===== src/rtl/homing_pkg.sv =====
// Constants and types shared by the homing sequencer and its step generator.
package homing_pkg;
  localparam int CLK_HZ = 40_000_000;
  localparam int SPEED_W = 20;
  localparam int OFFSET_W = 24;
  localparam int ACC_W = 26;
  localparam int TICK_W = 16;
  localparam logic [OFFSET_W-1:0] BACKOFF_STEPS = 24'h0000C8;
  localparam logic [SPEED_W-1:0] APPROACH_CAP_HZ = 20'h001F4;
  localparam int RAMP_TICK_US = 1000;
  localparam int RAMP_TICK_CYCLES = (CLK_HZ / 1_000_000) * RAMP_TICK_US;
  localparam logic [TICK_W-1:0] RAMP_TICK_LAST =
    TICK_W'(RAMP_TICK_CYCLES - 1);
  localparam logic [ACC_W-1:0] ACC_WRAP = ACC_W'(CLK_HZ);
  localparam logic [1:0] MODE_TWO_SENSOR = 2'h0;
  localparam logic [1:0] MODE_THREE_SENSOR = 2'h1;
  localparam logic [1:0] MODE_PUSH = 2'h2;
  // Sensor and home request index within the synchroniser vector.
  localparam int S_HOME = 0;
  localparam int S_POS = 1;
  localparam int S_NEG = 2;
  localparam int S_SLOT = 3;
  localparam int S_PHASE = 4;
  localparam int S_REQ = 5;
  localparam int SYNC_W = 6;
  typedef enum logic [3:0] {
    ST_IDLE, ST_SEEK, ST_REVERSE, ST_APPROACH, ST_ESCAPE, ST_BACKOFF,
    ST_RESUME, ST_OFFSET_START, ST_OFFSET, ST_HALT, ST_DONE
  } seq_state_t;
endpackage


===== src/rtl/motion_if.sv =====
// Link between the homing sequencer and the step generator.
`timescale 1ns/1ps
`default_nettype none
interface motion_if;
  logic                              run;
  logic [homing_pkg::SPEED_W-1:0]    target_speed;
  logic [homing_pkg::SPEED_W-1:0]    start_speed;
  logic [homing_pkg::SPEED_W-1:0]    accel;
  logic                              step;
  logic                              moving;
  modport seq (output run, target_speed, start_speed, accel,
               input step, moving);
  modport gen (input run, target_speed, start_speed, accel,
               output step, moving);
endinterface
`default_nettype wire


===== src/rtl/step_profile.sv =====
// Step pulse generator with a linear speed ramp.
`timescale 1ns/1ps
`default_nettype none
module step_profile (
  input  wire logic  core_clk,
  input  wire logic  reset,
  input  wire logic  clk_en,
  motion_if.gen      mif
);
  logic [homing_pkg::SPEED_W-1:0] speed;
  logic [homing_pkg::ACC_W-1:0]   acc;
  logic [homing_pkg::TICK_W-1:0]  tick;
  logic                           tick_done;
  logic [homing_pkg::ACC_W-1:0]   acc_sum;

  // Moves cur toward goal by rate, never below floor.
  function automatic logic [homing_pkg::SPEED_W-1:0] step_toward(
    input logic [homing_pkg::SPEED_W-1:0] cur,
    input logic [homing_pkg::SPEED_W-1:0] goal,
    input logic [homing_pkg::SPEED_W-1:0] rate,
    input logic [homing_pkg::SPEED_W-1:0] floor_v);
    logic [homing_pkg::SPEED_W:0] up;
    logic [homing_pkg::SPEED_W:0] dn;
    logic [homing_pkg::SPEED_W-1:0] res;
    up = {1'b0, cur} + {1'b0, rate};
    dn = {1'b0, cur} - {1'b0, rate};
    if (cur < goal) begin
      res = (up > {1'b0, goal}) ? goal : up[homing_pkg::SPEED_W-1:0];
    end else if (dn[homing_pkg::SPEED_W] || dn < {1'b0, goal}) begin
      res = goal;
    end else begin
      res = dn[homing_pkg::SPEED_W-1:0];
    end
    if (res < floor_v) begin
      res = floor_v;
    end
    return res;
  endfunction

  assign tick_done = (tick == homing_pkg::RAMP_TICK_LAST);
  assign acc_sum = acc + homing_pkg::ACC_W'(speed);

  // Ramp interval timer, counting only while moving.
  always_ff @(posedge core_clk or posedge reset) begin
    if (reset) begin
      tick <= '0;
    end else if (clk_en) begin
      if (!mif.moving || tick_done) begin
        tick <= '0;
      end else begin
        tick <= tick + 1'b1;
      end
    end
  end

  // Speed profile: jump to the lower of start and target speed, ramp to target, ramp down to stop.
  always_ff @(posedge core_clk or posedge reset) begin
    if (reset) begin
      speed <= '0;
      mif.moving <= 1'b0;
    end else if (clk_en) begin
      if (!mif.moving) begin
        if (mif.run) begin
          // Never start above the target, so a slow approach starts slow.
          speed <= (mif.target_speed < mif.start_speed)
                   ? mif.target_speed : mif.start_speed;
          mif.moving <= 1'b1;
        end
      end else if (mif.run) begin
        if (tick_done) begin
          speed <= step_toward(speed, mif.target_speed, mif.accel,
                               '0);
        end
      end else if (speed <= mif.start_speed) begin
        mif.moving <= 1'b0;
      end else if (tick_done) begin
        speed <= step_toward(speed, mif.start_speed, mif.accel,
                             mif.start_speed);
      end
    end
  end

  // Phase accumulator that emits one step per CLK_HZ of accumulated speed.
  always_ff @(posedge core_clk or posedge reset) begin
    if (reset) begin
      acc <= '0;
      mif.step <= 1'b0;
    end else if (clk_en) begin
      if (!mif.moving) begin
        acc <= '0;
        mif.step <= 1'b0;
      end else if (acc_sum >= homing_pkg::ACC_WRAP) begin
        acc <= acc_sum - homing_pkg::ACC_WRAP;
        mif.step <= 1'b1;
      end else begin
        acc <= acc_sum;
        mif.step <= 1'b0;
      end
    end
  end
endmodule
`default_nettype wire


===== src/rtl/stepper_homing_sequencer.sv =====
// Return-to-home sequencer for a stepper driver.
`timescale 1ns/1ps
`default_nettype none
// Summary of operation
// Final approach speed is the start speed below 500 Hz, else 500 Hz.
// In 3-sensor mode with extras enabled, travel goes on past home edge.
// That travel ends only on an extra signal while home is still active.
// Homing works from the home sensor alone in either start direction.
// After the home edge the motor ramps down at the homing rate.
// In 2-sensor mode, once clear of the limit, it moves exactly 200 steps.
// In 2-sensor mode a limit reverses travel until that limit clears.
// In 2-sensor mode with extras, it pauses, resumes, ends on the extra.
// Mode encoding is 0 two-sensor, 1 three-sensor, 2 push.
// The 200 steps are motor steps, independent of resolution.
// Home complete is raised when the sequence has finished.
// A nonzero offset adds a positioning move whose end is the home.
module stepper_homing_sequencer (
  input  wire logic                          core_clk,
  input  wire logic                          reset,
  input  wire logic                          clk_en,
  input  wire logic                          home_request,
  input  wire logic [1:0]                    homing_mode,
  input  wire logic                          start_dir_positive,
  input  wire logic                          slot_detect_enable,
  input  wire logic                          phase_detect_enable,
  input  wire logic [homing_pkg::SPEED_W-1:0] start_speed,
  input  wire logic [homing_pkg::SPEED_W-1:0] seek_speed,
  input  wire logic [homing_pkg::SPEED_W-1:0] homing_accel,
  input  wire logic [homing_pkg::OFFSET_W-1:0] home_offset,
  input  wire logic                          home_sensor,
  input  wire logic                          positive_limit_sensor,
  input  wire logic                          negative_limit_sensor,
  input  wire logic                          disc_slot_sensor,
  input  wire logic                          excitation_phase_marker,
  output logic                               step_out,
  output logic                               dir_positive,
  output logic                               busy,
  output logic                               home_complete,
  output logic [homing_pkg::SPEED_W-1:0]     final_approach_speed
);
  motion_if mif ();

  logic [homing_pkg::SYNC_W-1:0]   sens_meta;
  logic [homing_pkg::SYNC_W-1:0]   sens_sync;
  logic [homing_pkg::SYNC_W-1:0]   sens_prev;
  logic [homing_pkg::SYNC_W-1:0]   sens_rise;
  homing_pkg::seq_state_t          state;
  homing_pkg::seq_state_t          after_halt;
  logic [homing_pkg::OFFSET_W-1:0] step_count;
  logic [homing_pkg::OFFSET_W-1:0] step_goal;
  logic                            extras_on;
  logic                            extra_hit;
  logic                            limit_ahead;
  logic                            escape_from_pos;
  logic [homing_pkg::SPEED_W-1:0]  approach_speed;

  // Magnitude of a signed step count.
  function automatic logic [homing_pkg::OFFSET_W-1:0] abs_steps(
    input logic [homing_pkg::OFFSET_W-1:0] v);
    return v[homing_pkg::OFFSET_W-1] ? (~v + 1'b1) : v;
  endfunction

  step_profile u_profile (
    .core_clk (core_clk),
    .reset    (reset),
    .clk_en   (clk_en),
    .mif      (mif)
  );

  // Two-stage synchronisers for the sensor pins and home request, plus a delayed copy for edges.
  always_ff @(posedge core_clk or posedge reset) begin
    if (reset) begin
      sens_meta <= '0;
      sens_sync <= '0;
      sens_prev <= '0;
    end else if (clk_en) begin
      sens_meta <= {home_request, excitation_phase_marker, disc_slot_sensor,
                    negative_limit_sensor, positive_limit_sensor,
                    home_sensor};
      sens_sync <= sens_meta;
      sens_prev <= sens_sync;
    end
  end

  assign sens_rise = sens_sync & ~sens_prev;
  assign extras_on = slot_detect_enable | phase_detect_enable;
  assign extra_hit = (slot_detect_enable & sens_rise[homing_pkg::S_SLOT])
                   | (phase_detect_enable & sens_rise[homing_pkg::S_PHASE]);
  // Only the limit in the direction of travel counts.
  assign limit_ahead = dir_positive ? sens_sync[homing_pkg::S_POS]
                                    : sens_sync[homing_pkg::S_NEG];
  assign approach_speed = (start_speed < homing_pkg::APPROACH_CAP_HZ)
                        ? start_speed : homing_pkg::APPROACH_CAP_HZ;

  // Profile settings that stay constant during a sequence.
  assign mif.start_speed = start_speed;
  assign mif.accel = homing_accel;

  // Final approach speed shown to the outside.
  always_ff @(posedge core_clk or posedge reset) begin
    if (reset) begin
      final_approach_speed <= '0;
      step_out <= 1'b0;
    end else if (clk_en) begin
      final_approach_speed <= approach_speed;
      step_out <= mif.step;
    end
  end

  // Step counter for fixed-length moves; cleared whenever a move is armed.
  always_ff @(posedge core_clk or posedge reset) begin
    if (reset) begin
      step_count <= '0;
    end else if (clk_en) begin
      if (state != homing_pkg::ST_BACKOFF &&
          state != homing_pkg::ST_OFFSET) begin
        step_count <= '0;
      end else if (mif.step) begin
        step_count <= step_count + 1'b1;
      end
    end
  end

  // Main sequence.
  always_ff @(posedge core_clk or posedge reset) begin
    if (reset) begin
      state <= homing_pkg::ST_IDLE;
      after_halt <= homing_pkg::ST_IDLE;
      mif.run <= 1'b0;
      mif.target_speed <= '0;
      dir_positive <= 1'b1;
      busy <= 1'b0;
      home_complete <= 1'b0;
      escape_from_pos <= 1'b0;
      step_goal <= '0;
    end else if (clk_en) begin
      case (state)
        homing_pkg::ST_IDLE: begin
          if (sens_rise[homing_pkg::S_REQ] &&
              (homing_mode == homing_pkg::MODE_TWO_SENSOR ||
               homing_mode == homing_pkg::MODE_THREE_SENSOR)) begin
            dir_positive <= start_dir_positive;
            busy <= 1'b1;
            home_complete <= 1'b0;
            mif.run <= 1'b1;
            mif.target_speed <=
              (homing_mode == homing_pkg::MODE_THREE_SENSOR)
              ? seek_speed : start_speed;
            state <= homing_pkg::ST_SEEK;
          end
        end
        homing_pkg::ST_SEEK: begin
          if (limit_ahead) begin
            escape_from_pos <= dir_positive;
            mif.run <= 1'b0;
            after_halt <= homing_pkg::ST_REVERSE;
            state <= homing_pkg::ST_HALT;
          end else if (homing_mode == homing_pkg::MODE_THREE_SENSOR &&
                       sens_rise[homing_pkg::S_HOME]) begin
            if (extras_on) begin
              mif.target_speed <= approach_speed;
              state <= homing_pkg::ST_APPROACH;
            end else begin
              mif.run <= 1'b0;
              after_halt <= homing_pkg::ST_OFFSET_START;
              state <= homing_pkg::ST_HALT;
            end
          end
        end
        homing_pkg::ST_REVERSE: begin
          dir_positive <= ~dir_positive;
          mif.run <= 1'b1;
          state <= (homing_mode == homing_pkg::MODE_TWO_SENSOR)
                   ? homing_pkg::ST_ESCAPE : homing_pkg::ST_SEEK;
        end
        homing_pkg::ST_ESCAPE: begin
          if (!(escape_from_pos ? sens_sync[homing_pkg::S_POS]
                                : sens_sync[homing_pkg::S_NEG])) begin
            step_goal <= homing_pkg::BACKOFF_STEPS;
            state <= homing_pkg::ST_BACKOFF;
          end
        end
        homing_pkg::ST_BACKOFF: begin
          if (mif.step && step_count == step_goal - 1'b1) begin
            mif.run <= 1'b0;
            after_halt <= extras_on ? homing_pkg::ST_RESUME
                                    : homing_pkg::ST_OFFSET_START;
            state <= homing_pkg::ST_HALT;
          end
        end
        homing_pkg::ST_RESUME: begin
          mif.target_speed <= approach_speed;
          mif.run <= 1'b1;
          state <= homing_pkg::ST_APPROACH;
        end
        homing_pkg::ST_APPROACH: begin
          if (extra_hit && (homing_mode == homing_pkg::MODE_TWO_SENSOR ||
                            sens_sync[homing_pkg::S_HOME])) begin
            mif.run <= 1'b0;
            after_halt <= homing_pkg::ST_OFFSET_START;
            state <= homing_pkg::ST_HALT;
          end
        end
        homing_pkg::ST_OFFSET_START: begin
          if (home_offset != '0) begin
            dir_positive <= ~home_offset[homing_pkg::OFFSET_W-1];
            step_goal <= abs_steps(home_offset);
            mif.target_speed <= start_speed;
            mif.run <= 1'b1;
            state <= homing_pkg::ST_OFFSET;
          end else begin
            state <= homing_pkg::ST_DONE;
          end
        end
        homing_pkg::ST_OFFSET: begin
          if (mif.step && step_count == step_goal - 1'b1) begin
            mif.run <= 1'b0;
            after_halt <= homing_pkg::ST_DONE;
            state <= homing_pkg::ST_HALT;
          end
        end
        homing_pkg::ST_HALT: begin
          if (!mif.moving) begin
            state <= after_halt;
          end
        end
        homing_pkg::ST_DONE: begin
          busy <= 1'b0;
          home_complete <= 1'b1;
          state <= homing_pkg::ST_IDLE;
        end
        default: begin
          state <= homing_pkg::ST_IDLE;
        end
      endcase
    end
  end
endmodule
`default_nettype wire


===== config.mk =====
export PLATFORM = sky130hd
export DESIGN_NAME = stepper_homing_sequencer
export DESIGN_NICKNAME = d
export VERILOG_FILES = /design/src/rtl/homing_pkg.sv /design/src/rtl/motion_if.sv /design/src/rtl/step_profile.sv /design/src/rtl/stepper_homing_sequencer.sv
export SDC_FILE = /design/constraint.sdc
export NUM_CORES = 1
export LEC_CHECK = 0
export CAP_MARGIN = 15
export CORE_UTILIZATION = 54
export CTS_CLUSTER_SIZE = 8
export DETAILED_ROUTE_END_ITERATION = 7
export DONT_BUFFER_PORTS = 1
export PLACE_DENSITY = 0.76
export REMOVE_ABC_BUFFERS = 1
export SLEW_MARGIN = 20
export SYNTH_ARGS = -nofsm -noshare
export SYNTH_HDL_FRONTEND = slang
export SYNTH_SLANG_ARGS = --single-unit

===== constraint.sdc =====
create_clock -name core_clk -period 7.2 [get_ports core_clk]
set_input_delay 0.72 -clock core_clk [delete_from_list [all_inputs] [get_ports core_clk]]
set_output_delay 0.72 -clock core_clk [all_outputs]
set_load 0.01 [all_outputs]

==> flow_summary_export.csv <==
group,metric,value,unit
run_status,status,"finished, final reports clean",
floorplanning,ioPinCount,122,
setup_path,reg2reg_slack,110,ps
placed_design,dp_hpwl,44050,um
sta,tns,0,ps
cts,clk_pin_slew_worst_paths,80,ps
setup_path,r2r-start,"u_profile.speed[0]",
cells_and_area,ff_latch_area,4558,sq um
cts,cts_buffers,17,
cells_and_area,multi_input_area,12670,sq um
floorplanning,die_w,183.6,um
setup_path,crit_arrival,7420,ps
setup_path,path_buf_inv,4,
cts,cts_sinks,182,
floorplanning,die-area,33700,sq um
setup_path,required,7520,ps
sta,slew_violations,0,
sta,timing.final.crit_share,98.50,%
yosys,synth-seq-cells,182,
pwr,pwr_density_cell,560.2,nW/um^2
floorplanning,core.rowCount,66,
cells_and_area,nFillCells,2800,
setup_path,worst_setup_path_end_kind,"flip-flop",
grt,grt_overflow,0,
cells_and_area,syn_to_final_growth,11.53,%
placed_design,numPortBuffers,0,
routing,drc,0,
yosys,yosysTopAreaCell,"dfrtp_1",
pwr,leakage,8.993,nW
grt,grt_pass1_vias,16270,
sta,fmax,141.0,MHz
grt,grt_pass1_wl,90170,um
cts,cts.path.max_buffers,2,
grt,track_usage,34.36,%
setup_path,r2r.worst_path.cells,30,
routing,drt_iter0_drc,1967,
setup_path,critPathTopFamily,"compound AO/OA/AOI/OAI gates",
pwr,peakVddDrop,0.3314,mV
setup_path,criticalPathCategory,"reg -> reg",
yosys,synthTopCellsByCount,"ha_1, nor2_1, dfrtp_1, nand2_1, a21oi_1",
yosys,synthCells,2156,
yosys,yosysTopAreaCellShare,25.44,%
sta,setup_viol_count_final,0,
cells_and_area,drive_gt1_share,11.71,%
yosys,yosys_warnings,0,
cts,cts_root_buf,"clkbuf_16",
routing,dr_total_vias,17540,
routing,viasPerCell,6.567,
routing,wl,58440,um
routing,wl_per_cell,21.88,um
setup_path,critPathMostFrequentCell,"o211ai_1",
job,maxCapViolCount,0,
yosys,ys_seq_area_share,25.59,%
sta,min_period,7092,ps
cts,postCtsHoldBufs,0,
setup_path,cp-start-kind,"flip-flop",
yosys,syn_area,17800,sq um
cts,clock_latency,460,ps
cells_and_area,fin_util,61.19,%
setup_path,cp_slowest_cell,"dfrtp_2",
setup_path,startpoint,"u_profile.speed[0]",
yosys,synth_ff_type,"dfrtp_1",
floorplanning,fp.dieH,183.6,um
yosys,syn_area_per_cell,8.258,sq um
setup_path,reg2reg_to,"u_profile.speed[11]",
yosys,synth-edff-count,0,
yosys,ys_top_cells_by_area,"dfrtp_1, ha_1, a21oi_1",
sta,rsz0062_at_grt,"true",
sta,finalHoldViolations,0,
placed_design,gp_congestion,1.014,
cells_and_area,layout.nets,2537,
setup_path,slowest_delay,470,ps
cells_and_area,diodes,0,
routing,final_antenna_net_count,0,
worst_hold_path,hp-class,"in -> async",
yosys,yosysUniqueCellTypes,94,
cts,cts_htree_levels,4,
floorplanning,core_area,32450,sq um
setup_path,cp_max_fo,6,
yosys,async_flop_share,100.0,%
sta,worstMarginPinSlew,1021,ps
grt,grt_max_degree,108,
cts,cts_tree,"done",
sta,clock_skew,11.48,ps
yosys,yosysMostFrequentCell,"ha_1",
floorplanning,start_util,54.86,%
sta,slew_headroom,31.70,%
grt,antenna_found_initial,1,
routing,first_pass_iters,8,
## area by class of cell
| class | count | share of cell area, % |
|---|---|---|
| multi-input cells | 1765 | 63.79 |
| flip-flops and latches | 182 | 22.95 |
| repair buffers | 127 | 5.167 |
| well taps | 442 | 2.785 |
| inverters | 123 | 2.363 |
| clock buffers | 20 | 2.199 |
| clock inverters | 12 | 0.7435 |
## stage by stage
stage | hold slack (ps) | std cells | power [mW] | setup WS, ps | instance area [sq um]
after global routing | 295.5 | 2671 | 11.92 | -111.3 | 19860
after detailed placement | 455.1 | 2628 | 9.492 | -274.3 | 18920
after CTS | 277.5 | 2660 | 10.53 | 9.791 | 19510
after floorplan | 440.0 | 2069 | 6.739 | -1009 | 17450
final | 225.4 | 2671 | 11.12 | 108.3 | 19860
after global placement | 457.6 | 2628 | 9.305 | -100.5 | 18920
## registers in the layout (all words and copies together) (netlist names), 4 cells and up
name                  flops
u_profile.acc            26
step_count               24
step_goal                24
final_approach_speed     20
mif.target_speed         20
u_profile.speed          20
u_profile.tick           16
sens_meta                 6
sens_sync                 6
after_halt                4
sens_prev                 4
state                     4
## cells by family after synthesis
family	after synthesis	share of synthesized area, %
DFF	182	25.59
muxes	56	3.359
and+or+nand+nor	688	19.22
xor gates and xnor gates	134	6.634
buffers and inverters	210	4.561
adders and majority gates	223	15.80
AOI/OAI and AO/OA	663	24.84
## repair_timing
item / 4_1_cts / 5_1_grt
pin swaps: 0 / 26
gates resized for setup: 2 / 51
gates cloned: 0 / 2
buffers inserted: 0 / 8
setup endpoints to repair: 3 / 20
## worst max path at each step
stage | endpoint | depth (start not counted)
2_1_floorplan | u_profile.speed[1] | 27
4_1_cts | u_profile.speed[19] | 34
6_report | u_profile.speed[11] | 30
3_3_place_gp | u_profile.speed[9] | 35
5_1_grt | u_profile.speed[1] | 31
3_5_place_dp | u_profile.speed[19] | 33
## layer usage
metal  GRT usage, %  part of all wire, %
met5              0                0.029
met3          5.388                  8.7
met4          11.37                  2.8
met2          52.70                   44
met1          49.07                   45
## power breakdown
part | switching (mW) | internal (mW) | total [mW] | leakage [nW]
clock | 0.466 | 0.521 | 0.987 | 0.277
combinational | 4.84 | 3.52 | 8.36 | 6.44
sequential | 0.466 | 1.31 | 1.78 | 2.27
## worst reg2reg max path: cells and delay by family (launching register included)
family	cells	cell delay [ps]
multiplexers	1	330
buffers and inverters	4	550
AND/OR/NAND/NOR	5	1190
flip-flops	1	470
AO/OA/AOI/OAI	16	3210
adder cells (fa/ha/maj)	4	1190
## cells in the final DEF, fill, tap and decap left out, types with 61 or more instances in the layout
cell | synthesis | layout
ha_1 | 220 | 218
a21oi_1 | 159 | 153
buf_4 | 0 | 120
dfrtp_1 | 181 | 179
inv_1 | 122 | 120
nand3_1 | 62 | 61
xor2_1 | 61 | 61
xnor2_1 | 72 | 70
nor2_1 | 195 | 194
nand2_1 | 161 | 161
o21ai_0 | 135 | 130
(Power assumes the default switching activity.)
